$ cat src/logic/scs_pkg.sv
// Shared types and constants of the serial peripheral master
package scs_pkg;
  // Register byte offsets
  localparam logic [7:0] OFF_RXD = 8'h08;
  localparam logic [7:0] OFF_TXD = 8'h0c;
  localparam logic [7:0] OFF_SR  = 8'h10;
  localparam logic [7:0] OFF_IER = 8'h14;
  localparam logic [7:0] OFF_IDR = 8'h18;
  localparam logic [7:0] OFF_MASK = 8'h1c;
  localparam logic [7:0] OFF_CFG = 8'h30;
  // Transmit word fields
  localparam int TXD_CS_LSB   = 16;
  localparam int TXD_LAST_BIT = 24;
  // Reset values
  localparam logic [31:0] CFG_RST  = 32'h0000_0000;
  localparam logic [9:0]  MASK_RST = 10'h000;
  // Status bits fed from outside the block
  localparam logic [9:0]  EXT_BITS = 10'h1f4;
  // Timing figures
  localparam int FAST_DIV_N = 32;
  localparam int GAP_UNIT  = 32;
  localparam int CHAR_BASE = 8;
  localparam int CNT_W     = 20;

  typedef struct packed {
    logic [7:0] inter_char_delay;
    logic [7:0] cs_to_clock_delay;
    logic [7:0] serial_clock_divider;
    logic [3:0] char_len;
    logic       cs_hold_after_xfer;
    logic       fast_divide;
    logic       capture_phase;
    logic       clock_polarity;
  } scs_cfg_t;

  typedef enum logic [1:0] {
    ST_IDLE  = 2'b00,
    ST_LEAD  = 2'b01,
    ST_SHIFT = 2'b11,
    ST_GAP   = 2'b10
  } scs_fsm_t;

  typedef struct packed {
    logic [7:0]  addr;
    logic [31:0] wdata;
    logic        wr;
    logic        rd;
  } scs_bus_t;

  typedef struct packed {
    scs_fsm_t         fsm;
    scs_cfg_t         cfg;
    logic [9:0]       mask;
    logic             ovr;
    logic             rxf;
    logic [15:0]      rxd;
    logic [15:0]      txd;
    logic [1:0]       tx_cs;
    logic             tx_last;
    logic             txv;
    logic             cs_on;
    logic [1:0]       cs_idx;
    logic             last_q;
    logic [15:0]      sh_tx;
    logic [15:0]      sh_rx;
    logic [4:0]       e;
    logic [CNT_W-1:0] cnt;
    logic             sck;
    logic             mosi;
    logic             irq;
    logic [31:0]      rdata;
    logic             mi1;
    logic             mi2;
  } scs_st_t;
endpackage

$ cat src/logic/scs_spi_master.sv
// Serial peripheral master with character timing and interrupt mask
`timescale 1ns/1ps
`default_nettype none
module scs_spi_master (
  // Clock and reset
  input  wire logic            sys_clk_in,
  input  wire logic            reset_n_in,
  // Register port
  input  wire scs_pkg::scs_bus_t bus_in,
  output logic [31:0]          rdata_out,
  // Status sources kept outside this block
  input  wire logic [9:0]      status_ext_in,
  // Serial link
  output logic                 serial_clock_out,
  output logic                 mosi_out,
  input  wire logic            miso_in,
  output logic [3:0]           periph_select_lines_n_out,
  // Interrupt
  output logic                 irq_out
);
  localparam int CW = scs_pkg::CNT_W;

  scs_pkg::scs_st_t q;
  scs_pkg::scs_st_t d;
  logic             rst_s1;
  logic             rst_n;
  logic [9:0]       stat;
  logic             rx_read;
  logic             rx_load;

  function automatic logic [12:0] per_f(scs_pkg::scs_cfg_t c);
    if (c.fast_divide)
      return 13'(c.serial_clock_divider * scs_pkg::FAST_DIV_N);
    return {5'h00, c.serial_clock_divider};
  endfunction

  // Counts hold cycles minus one, never below one cycle
  function automatic logic [CW-1:0] lo_f(scs_pkg::scs_cfg_t c);
    logic [CW-1:0] h;
    h = CW'(per_f(c) >> 1);
    return (h == '0) ? '0 : h - 1'b1;
  endfunction

  function automatic logic [CW-1:0] hi_f(scs_pkg::scs_cfg_t c);
    logic [CW-1:0] h;
    h = CW'(per_f(c) - (per_f(c) >> 1));
    return (h == '0) ? '0 : h - 1'b1;
  endfunction

  function automatic logic [CW-1:0] lead_f(scs_pkg::scs_cfg_t c);
    logic [CW-1:0] s;
    s = c.fast_divide ? CW'(scs_pkg::FAST_DIV_N) : CW'(1);
    if (c.cs_to_clock_delay == 8'h00)
      return hi_f(c);
    return CW'(c.cs_to_clock_delay * s) - 1'b1;
  endfunction

  function automatic logic [CW-1:0] gap_f(scs_pkg::scs_cfg_t c);
    logic [CW-1:0] s;
    s = c.fast_divide ? CW'(scs_pkg::FAST_DIV_N) : CW'(1);
    return CW'(scs_pkg::GAP_UNIT * c.inter_char_delay * s)
           + CW'(per_f(c) >> 1) - 1'b1;
  endfunction

  function automatic logic [4:0] nb_f(scs_pkg::scs_cfg_t c);
    return 5'(c.char_len + scs_pkg::CHAR_BASE);
  endfunction

  // Left-aligns characters of up to 16 bits so the top bit leaves first; longer lengths shift the word out to zero
  function automatic scs_pkg::scs_st_t load_f(scs_pkg::scs_st_t s);
    s.sh_tx  = s.txd << (5'd16 - nb_f(s.cfg));
    s.sh_rx  = '0;
    s.e      = '0;
    s.last_q = s.tx_last;
    s.txv    = 1'b0;
    if (s.cfg.capture_phase) begin
      s.mosi  = s.sh_tx[15];
      s.sh_tx = s.sh_tx << 1;
    end
    return s;
  endfunction

  function automatic scs_pkg::scs_st_t next_f(scs_pkg::scs_st_t s);
    if (s.txv && s.tx_cs == s.cs_idx && !s.last_q) begin
      s     = load_f(s);
      s.fsm = scs_pkg::ST_SHIFT;
      s.cnt = lo_f(s.cfg);
    end else begin
      s.fsm = scs_pkg::ST_IDLE;
      if (!s.cfg.cs_hold_after_xfer || s.last_q)
        s.cs_on = 1'b0;
    end
    return s;
  endfunction

  // Reset release through two flops
  always_ff @(posedge sys_clk_in or negedge reset_n_in) begin
    if (!reset_n_in) begin
      rst_s1 <= 1'b0;
      rst_n  <= 1'b0;
    end else begin
      rst_s1 <= 1'b1;
      rst_n  <= rst_s1;
    end
  end

  assign rx_read = bus_in.rd && bus_in.addr == scs_pkg::OFF_RXD;
  assign rx_load = q.fsm == scs_pkg::ST_SHIFT && q.cnt == '0
                   && q.e == 5'(2 * nb_f(q.cfg) - 1);

  always_comb begin
    stat = (status_ext_in & scs_pkg::EXT_BITS)
         | {!q.txv && q.fsm == scs_pkg::ST_IDLE, 5'h00, q.ovr, 1'b0,
            !q.txv, q.rxf};
  end

  always_comb begin
    d       = q;
    d.rdata = '0;
    d.mi1   = miso_in;
    d.mi2   = q.mi1;
    d.irq   = |(stat & q.mask);
    // Reads and their side effects first, so hardware sets win
    if (bus_in.rd) begin
      case (bus_in.addr)
        scs_pkg::OFF_RXD: begin
          d.rdata = {16'h0000, q.rxd};
          d.rxf   = 1'b0;
        end
        scs_pkg::OFF_SR: begin
          d.rdata = {22'h0, stat};
          d.ovr   = 1'b0;
        end
        scs_pkg::OFF_MASK: d.rdata = {22'h0, q.mask};
        scs_pkg::OFF_CFG: d.rdata = q.cfg;
        default:          d.rdata = '0;
      endcase
    end
    unique case (q.fsm)
      scs_pkg::ST_IDLE: begin
        if (q.txv) begin
          if (q.cs_on && q.cs_idx == q.tx_cs) begin
            d     = load_f(d);
            d.fsm = scs_pkg::ST_SHIFT;
            d.cnt = lo_f(q.cfg);
          end else if (q.cs_on) begin
            d.cs_on = 1'b0;
          end else begin
            d        = load_f(d);
            d.cs_on  = 1'b1;
            d.cs_idx = q.tx_cs;
            d.fsm    = scs_pkg::ST_LEAD;
            d.cnt    = lead_f(q.cfg);
          end
        end
      end
      scs_pkg::ST_LEAD: begin
        if (q.cnt != '0) begin
          d.cnt = q.cnt - 1'b1;
        end else begin
          // Lead count already spans the wait, first edge comes next
          d.fsm = scs_pkg::ST_SHIFT;
          d.cnt = '0;
        end
      end
      scs_pkg::ST_SHIFT: begin
        if (q.cnt != '0) begin
          d.cnt = q.cnt - 1'b1;
        end else begin
          d.sck = ~q.sck;
          d.e   = q.e + 1'b1;
          d.cnt = !q.sck ? hi_f(q.cfg) : lo_f(q.cfg);
          if (!q.sck == q.cfg.capture_phase) begin
            d.sh_rx = {q.sh_rx[14:0], q.mi2};
          end else begin
            d.mosi  = q.sh_tx[15];
            d.sh_tx = q.sh_tx << 1;
          end
          if (rx_load) begin
            d.rxd = d.sh_rx;
            d.rxf = 1'b1;
            if (q.rxf && !rx_read)
              d.ovr = 1'b1;
            if (q.cfg.inter_char_delay != 8'h00) begin
              d.fsm = scs_pkg::ST_GAP;
              d.cnt = gap_f(q.cfg);
            end else begin
              d = next_f(d);
            end
          end
        end
      end
      scs_pkg::ST_GAP: begin
        if (q.cnt != '0)
          d.cnt = q.cnt - 1'b1;
        else
          d = next_f(d);
      end
    endcase
    // Writes last, so a new character is not lost to a load
    if (bus_in.wr) begin
      case (bus_in.addr)
        scs_pkg::OFF_CFG: d.cfg = bus_in.wdata;
        scs_pkg::OFF_TXD: begin
          d.txd     = bus_in.wdata[15:0];
          d.tx_cs   = bus_in.wdata[scs_pkg::TXD_CS_LSB +: 2];
          d.tx_last = bus_in.wdata[scs_pkg::TXD_LAST_BIT];
          d.txv     = 1'b1;
        end
        scs_pkg::OFF_IER: d.mask = q.mask | bus_in.wdata[9:0];
        scs_pkg::OFF_IDR: d.mask = q.mask & ~bus_in.wdata[9:0];
        default:          d.mask = q.mask;
      endcase
    end
  end

  always_ff @(posedge sys_clk_in or negedge rst_n) begin
    if (!rst_n) begin
      q      <= '0;
      q.cfg  <= scs_pkg::CFG_RST;
      q.mask <= scs_pkg::MASK_RST;
    end else begin
      q <= d;
    end
  end

  assign serial_clock_out = q.cfg.clock_polarity ^ q.sck;
  assign mosi_out         = q.mosi;
  assign rdata_out        = q.rdata;
  assign irq_out          = q.irq;
  always_comb begin
    for (int i = 0; i < 4; i++)
      periph_select_lines_n_out[i] = !(q.cs_on && q.cs_idx == 2'(i));
  end
endmodule
`default_nettype wire
$ cat config.mk
export PLATFORM = sky130hd
export DESIGN_NAME = scs_spi_master
export DESIGN_NICKNAME = d
export VERILOG_FILES = /design/src/logic/scs_pkg.sv /design/src/logic/scs_spi_master.sv
export SDC_FILE = /design/constraint.sdc
export NUM_CORES = 1
export LEC_CHECK = 0
export BUFFER_PORTS_ARGS = -buffer_cell sky130_fd_sc_hd__buf_2
export CORE_MARGIN = 2
export CORE_UTILIZATION = 35
export DETAILED_ROUTE_END_ITERATION = 10
export PLACE_DENSITY = 0.55
export SLEW_MARGIN = 15
export SYNTH_ARGS = -nofsm -noshare
export SYNTH_HDL_FRONTEND = slang
export SYNTH_SLANG_ARGS = --single-unit
export TNS_END_PERCENT = 30
$ cat constraint.sdc
create_clock -name sys_clk_in -period 7.14 [get_ports sys_clk_in]
set_input_delay 0.357 -clock sys_clk_in [delete_from_list [all_inputs] [get_ports sys_clk_in]]
set_output_delay 0.357 -clock sys_clk_in [all_outputs]
set_load 0.01 [all_outputs]
==> results of run 1 <==
[layout make-up]
type	instances	area, sq um	area share, %
Clock inverter	14	182.7	1.210
Clock buffer	18	429.2	2.842
Tap cell	518	648.1	4.291
Multi-Input combinational cell	1269	8447	55.93
Timing Repair Buffer	110	620.6	4.109
Inverter	58	217.7	1.441
Sequential cell	182	4558	30.18
[how the worst max path moves through the flow]
stage,startpoint,endpoint,slack (ns),cells past startpoint
CTS,q[148]$_DFFE_PN0P_,q[37]$_DFFE_PN0P_,1.58,12
global route,q[148]$_DFFE_PN0P_,q[37]$_DFFE_PN0P_,1.20,14
global placement,q[148]$_DFFE_PN0P_,q[37]$_DFFE_PN0P_,1.70,14
detailed placement,q[148]$_DFFE_PN0P_,q[37]$_DFFE_PN0P_,1.60,12
finish,q[148]$_DFFE_PN0P_,q[37]$_DFFE_PN0P_,1.43,12
floorplan,rst_n$_DFF_PN0_,async pin,1.69,0
[per-layer routing]
metal	up-vias	global-route usage [%]
li1	5890	-
met1	6042	30.25
met2	474	32.66
met3	88	4.160
met4	0	8.029
met5	-	0
[flip-flops by register name, summed over array words and instances (netlist names), named ones only]
name,cells
q,136
rdata_out,32
irq_out,1
mosi_out,1
rst_n,1
rst_s1,1
[worst max-delay path, stage by stage (launching register included)]
cell,delay [ns]
dfrtp_1,0.78
clkinv_1,0.75
nand2_1,0.53
ha_1,0.36
o31ai_1,0.56
o21ai_1,0.30
a211oi_1,0.42
or4b_1,0.36
nor3b_2,0.41
a21oi_1,0.33
a2111oi_0,0.49
nor2_1,0.07
a211o_1,0.23
[synth_stat cells (all sizes together) (33+ instances only)]
master	n
mux2	60
clkbuf	76
nor3	35
inv	55
mux2i	44
nand2	177
a21oi	123
ha	59
o21ai	117
xnor2	48
dfrtp	182
buf	46
and3	33
nor2	148
[per-stage QoR]
stage | std cells | hold slack (ns) | cell area, sq um
floorplan | 1631 | 0.06141 | 13780
finish | 2169 | 0.1218 | 15100
global placement | 2135 | 0.1446 | 14460
global route | 2169 | 0.1104 | 15100
detailed placement | 2135 | 0.1486 | 14460
CTS | 2169 | 0.1037 | 15090
[cells by family after synthesis]
| group | Yosys count |
|---|---|
| AND/OR/NAND/NOR | 536 |
| AO/OA/AOI/OAI | 476 |
| flip-flops | 182 |
| buffers and inverters | 180 |
| multiplexers | 109 |
| XOR/XNOR | 78 |
| adder cells (fa/ha/maj) | 63 |
| other | 2 |
[where the power goes]
group / internal [mW] / total, mW / switching, mW
clock: 0.504 / 0.989 / 0.485
sequential: 1.07 / 1.13 / 0.0577
combinational: 0.332 / 0.883 / 0.552
[repair_timing]
| action | CTS | global route |
|---|---|---|
| hold buffers | 2 | 0 |
| hold endpoints to repair | 3 | 0 |
| endpoints found under the setup margin | 0 | 0 |
==> impl_metrics.json, run 1 <==
{
  "status": "completed",
  "dieArea_sq_um": 40930,
  "grt_start_max_net_pins": 166,
  "routed.top_layer": "met4",
  "rrSetupSlack_ns": 1.43,
  "netlist_instances": 1626,
  "power_density_nw_per_um2": 198.5,
  "critPathArrivalTime_ns": 6.07,
  "fin_skew_ns": 0.01797,
  "drtIter0Drc": 1219,
  "grt_overflow": 0,
  "synth_top_area_cell": "dfrtp_1",
  "io_pins": 94,
  "required_ns": 7.50,
  "cts_made_buffers": 17,
  "hpwl_mm": 32.73,
  "cap_violations": 0,
  "drc": 0,
  "port_buffers": 89,
  "final.period_utilization_pct": 80.02,
  "clockBufferDepth": 2,
  "htree_levels": 4,
  "track_usage_pct": 21.51,
  "die_width_um": 202.3,
  "yosys_register_bits": 182,
  "coreArea_sq_um": 38740,
  "synth_warnings": 0,
  "firstDrtPassIters": 6,
  "dr_wl_met2_mm": 19.69,
  "start_kind": "register",
  "synthArstFlopShare_pct": 100.0,
  "dp_slack_ns": 1.603,
  "synthMuxAreaShare_pct": 8.927,
  "clkTransAtPathRegs_ns": 0.08,
  "timing.fmax_mhz": 175.0,
  "end_kind": "register",
  "wl_met3_mm": 2.934,
  "cts-resized-gates": 0,
  "min_to": "q[173]$_DFFE_PN0P_",
  "slew_headroom_pct": 24.90,
  "antenna_found_initial": 0,
  "wl_mm": 44.08,
  "hold_depth": 2,
  "total_power_mw": 2.998,
  "final_nets": 1756,
  "synth_compound_area_share_pct": 22.48,
  "synth-adder-area-share_pct": 5.945,
  "tns_ns": 0,
  "final_cell_mix": "dfrtp_1, nand2_1, nor2_1, a21oi_1, o21ai_0",
  "slew_viol_final": 0,
  "cts_tree": "done",
  "hold_class": "input port to register",
  "ys.flop_type": "dfrtp_1",
  "hold_viol": 0,
  "period_needed_ns": 5.714,
  "grt_pass1_wl_mm": 68.99,
  "vdd_ir_drop_max_mv": 0.2828,
  "postCtsSetupRepairBufs": 0,
  "cts_num_sinks": 182,
  "rows": 72,
  "reg2reg_from": "q[148]$_DFFE_PN0P_",
  "setup_viol": 0,
  "diodes": 0,
  "synthSimpleGateAreaFrac_pct": 18.62,
  "leakage_nw": 6.739,
  "synth.distinct_cells": 89,
  "nFillCells": 4027,
  "num_vias": 12490,
  "tightest_slew_ns": 1.126,
  "critPathMaxFanout": 18,
  "fin_ws_ns": 1.426,
  "syn_to_final_growth_pct": 9.736,
  "grt_pass1_vias": 11720,
  "synth_area_leaders": "dfrtp_1, ha_1, mux2_2, nand2_1, a21oi_1",
  "r2r_end": "q[37]$_DFFE_PN0P_",
  "die_height_um": 202.3,
  "grt_setup_unrepaired": "no",
  "cts-root-buf": "clkbuf_16",
  "synth_top_area_share_pct": 33.09,
  "ys_seq_area_share_pct": 33.09,
  "drive_above_1_share_pct": 14.23,
  "wl_met1_mm": 20.12,
  "ant_nets": 0,
  "netlist_area_sq_um": 13760,
  "avgSynthCellArea_sq_um": 8.464,
  "worstSkewPairLatency_ns": 0.47,
  "wl_per_cell_um": 20.32,
  "place_congestion": 0.9664,
  "synth_top_family_by_area": "compound AO/OA/AOI/OAI gates",
  "synth_edf_count": 0,
  "synth_xor_area_share_pct": 4.964,
  "r2r_cells": 12,
  "start_util_pct": 35.53,
  "worstHoldStart": "bus_in[29]",
  "fin_util_pct": 38.99,
  "via_per_inst": 5.760,
  "critPathKind": "register to register",
  "final_common_cell": "dfrtp_1"
}
No activity file was read; power rests on OpenSTA's default activity.
==> inputs of run 2 (changes only) <==
--- a/config.mk
+++ b/config.mk
@@ -5,11 +5,12 @@
 export SDC_FILE = /design/constraint.sdc
 export NUM_CORES = 1
 export LEC_CHECK = 0
+export ABC_AREA = 1
 export BUFFER_PORTS_ARGS = -buffer_cell sky130_fd_sc_hd__buf_2
 export CORE_MARGIN = 2
 export CORE_UTILIZATION = 35
 export DETAILED_ROUTE_END_ITERATION = 10
-export PLACE_DENSITY = 0.55
+export PLACE_DENSITY = 0.57
 export SLEW_MARGIN = 15
 export SYNTH_ARGS = -nofsm -noshare
 export SYNTH_HDL_FRONTEND = slang
==> constraint.sdc (replaced) <==
create_clock -name sys_clk_in -period 4.74 [get_ports sys_clk_in]
set_input_delay 0.237 -clock sys_clk_in [delete_from_list [all_inputs] [get_ports sys_clk_in]]
set_output_delay 0.237 -clock sys_clk_in [all_outputs]
set_load 0.01 [all_outputs]
==> run 2 against run 1 <==
Compared with the run above:
- area after synthesis rose by 3.2%
- synthesized cell count rose by 26%
- via count is 10% higher
- wire length increased by 0.85%
- final cell count up 20%
- setup slack got worse by 0.64 ns
- sequential cell count is the same
==> impl_metrics.json, run 2 <==
{
  "worstSkewPairLatency_ns": 0.47,
  "slew_headroom_pct": 29.72,
  "ys_seq_area_share_pct": 32.06,
  "clkTransAtPathRegs_ns": 0.10,
  "synth_area_leaders": "dfrtp_1, nand2_1, o21ai_0, inv_1, ha_1",
  "cts_num_sinks": 182,
  "yosys-top-cells-count": "nand2_1, inv_1, o21ai_0",
  "die_height_um": 205.5,
  "port_buffers": 89,
  "cts_made_buffers": 17,
  "drive_above_1_share_pct": 11.30,
  "final_cell_mix": "nand2_1, inv_1, o21ai_0, dfrtp_1, nor2_1",
  "final_nets": 2193,
  "vdd_ir_drop_max_mv": 0.2623,
  "start_util_pct": 35.59,
  "cap_violations": 0,
  "diodes": 0,
  "fin_skew_ns": 0.02127,
  "multi_input_area_sq_um": 8061,
  "regArea_sq_um": 4558,
  "die_width_um": 205.5,
  "end_kind": "register",
  "wl_mm": 44.45,
  "hpwl_mm": 34.51,
  "num_vias": 13760,
  "htree_levels": 4,
  "wl_per_cell_um": 17.01,
  "netlist_area_sq_um": 14210,
  "timing.fmax_mhz": 253.0,
  "io_pins": 94,
  "largest_reg_flops": 136,
  "firstDrtPassIters": 5,
  "drc": 0,
  "grt_overflow": 0,
  "cts-resized-gates": 0,
  "syn_to_final_growth_pct": 9.794,
  "synth_top_area_share_pct": 32.06,
  "drtIter0Drc": 1102,
  "grt_pass1_vias": 13310,
  "fin_util_pct": 39.08,
  "nFillCells": 4280,
  "cts-root-buf": "clkbuf_16",
  "slew_viol_final": 0,
  "whs_ns": 0.02958,
  "start_kind": "register",
  "synth_warnings": 0,
  "critPathMaxFanout": 19,
  "place_congestion": 0.9111,
  "period_needed_ns": 3.952,
  "grt_start_max_net_pins": 80,
  "postCtsSetupRepairBufs": 0,
  "synthArstFlopShare_pct": 100.0,
  "setup_viol": 0,
  "synth_top_area_cell": "dfrtp_1",
  "avgSynthCellArea_sq_um": 6.947,
  "clockBufferDepth": 2,
  "power_density_nw_per_um2": 307.8,
  "ant_nets": 0,
  "leakage_nw": 7.701,
  "track_usage_pct": 21.62,
  "hold_viol": 0,
  "total_power_mw": 4.802,
  "dp_slack_ns": 0.8420,
  "antenna_found_initial": 0,
  "grt_pass1_wl_mm": 71.28,
  "hold_class": "input port to register",
  "coreArea_sq_um": 39910,
  "synth_edf_count": 0,
  "cts_tree": "done",
  "dieArea_sq_um": 42220,
  "tightest_slew_ns": 1.050,
  "tns_ns": 0,
  "ys.flop_type": "dfrtp_1",
  "rows": 73,
  "fin_ws_ns": 0.7879,
  "via_per_inst": 5.266,
  "final_common_cell": "nand2_1",
  "netlist_instances": 2045,
  "critPathKind": "register to register",
  "status": "completed",
  "critPathArrivalTime_ns": 4.32,
  "synth_most_common_cell": "nand2_1",
  "final.period_utilization_pct": 83.38,
  "grt_setup_unrepaired": "no",
  "required_ns": 5.11,
  "top_register": "q",
  "synth.distinct_cells": 68,
  "yosys_register_bits": 182
}
## run 2: changes by cell type after synthesis, sizes merged, moves of 23 or more
| cell | previous run | this run |
|---|---|---|
| nand2 | 177 | 484 |
| xnor2 | 48 | 12 |
| o21ai | 117 | 235 |
| inv | 55 | 277 |
| nand3 | 30 | 91 |
| a21oi | 123 | 146 |
| mux2 | 60 | 0 |
| mux2i | 44 | 3 |
| and3 | 33 | 0 |
| a22oi | 30 | 6 |
| nor2 | 148 | 194 |
## run 2: layer usage
metal | vias up | part of all wire, % | GRT usage (%)
li1 | 6775 | - | -
met1 | 6603 | 45 | 28.52
met2 | 324 | 49 | 36.42
met3 | 57 | 4.1 | 2.819
met4 | 0 | 2.4 | 7.271
met5 | - | 0 | 0
## run 2: path summary, 6_finish.rpt
kind	slack, ns	cells past startpoint	start	to
setup / recovery	0.79	23	q[148]$_DFFE_PN0P_	q[50]$_DFFE_PN0P_
hold / removal	0.03	3	bus_in[32]	q[176]$_DFFE_PN0P_
setup reg to reg	0.79	23	q[148]$_DFFE_PN0P_	q[50]$_DFFE_PN0P_
hold reg to reg	0.37	0	rst_s1$_DFF_PN0_	rst_n$_DFF_PN0_
max in group asynchronous	3.22	1	rst_n$_DFF_PN0_	q[55]$_DFFE_PN0P_
min in group asynchronous	0.08	2	reset_n_in	rst_s1$_DFF_PN0_
## run 2: logic make-up (layout without fill, tap and decap cells)
kind of cell               after synthesis  count (layout)  synth area share, %
and+or+nand+nor                        848             848                26.55
buffers and inverters                  389             427                11.42
DFF                                    182             182                32.06
adders and majority gates               63              63                5.760
AOI/OAI and AO/OA                      509             509                20.87
other                                    2               7              0.05286
xor gates and xnor gates                49              49                3.074
muxes                                    3               3               0.2114
## run 2: final cells by class
cell class | count | share of cell area [%]
multi-input combinational | 1479 | 51.68
clock inverter | 15 | 1.243
sequential | 182 | 29.22
tap | 525 | 4.211
clock buffer | 17 | 2.727
timing repair buffer | 111 | 4.027
inverter | 284 | 6.883
## run 2: power breakdown
part	total (mW)	internal, mW	switching (mW)
Combinational	1.54	0.522	1.02
Sequential	1.71	1.62	0.0894
Clock	1.55	0.768	0.783
## run 2: worst max-delay path, cell delays in order (launching register included)
cell	delay, ns
dfrtp_1	0.54
buf_4	0.28
o21ai_0	0.56
ha_1	0.40
inv_1	0.13
a21oi_1	0.10
o21ai_0	0.29
inv_1	0.10
nand2_1	0.08
nand2_1	0.05
nand2_1	0.14
inv_2	0.08
nor2_2	0.18
nand3_4	0.21
nand3_1	0.19
nand2_1	0.07
nand2_1	0.07
nand2_1	0.05
nand2_1	0.07
nand2_1	0.05
nand2_1	0.07
nand2_1	0.06
nand2_1	0.07
a21oi_2	0.05
## run 2: timing repair
item	CTS	global route
setup endpoints to repair	0	0
hold endpoints to repair	3	0
hold buffers	2	0
## run 2: through the flow
step	instances	cell area [sq um]
floorplan	2050	14230
global placement	2579	14950
detailed placement	2579	14950
CTS	2613	15590
global route	2613	15600
finish	2613	15600
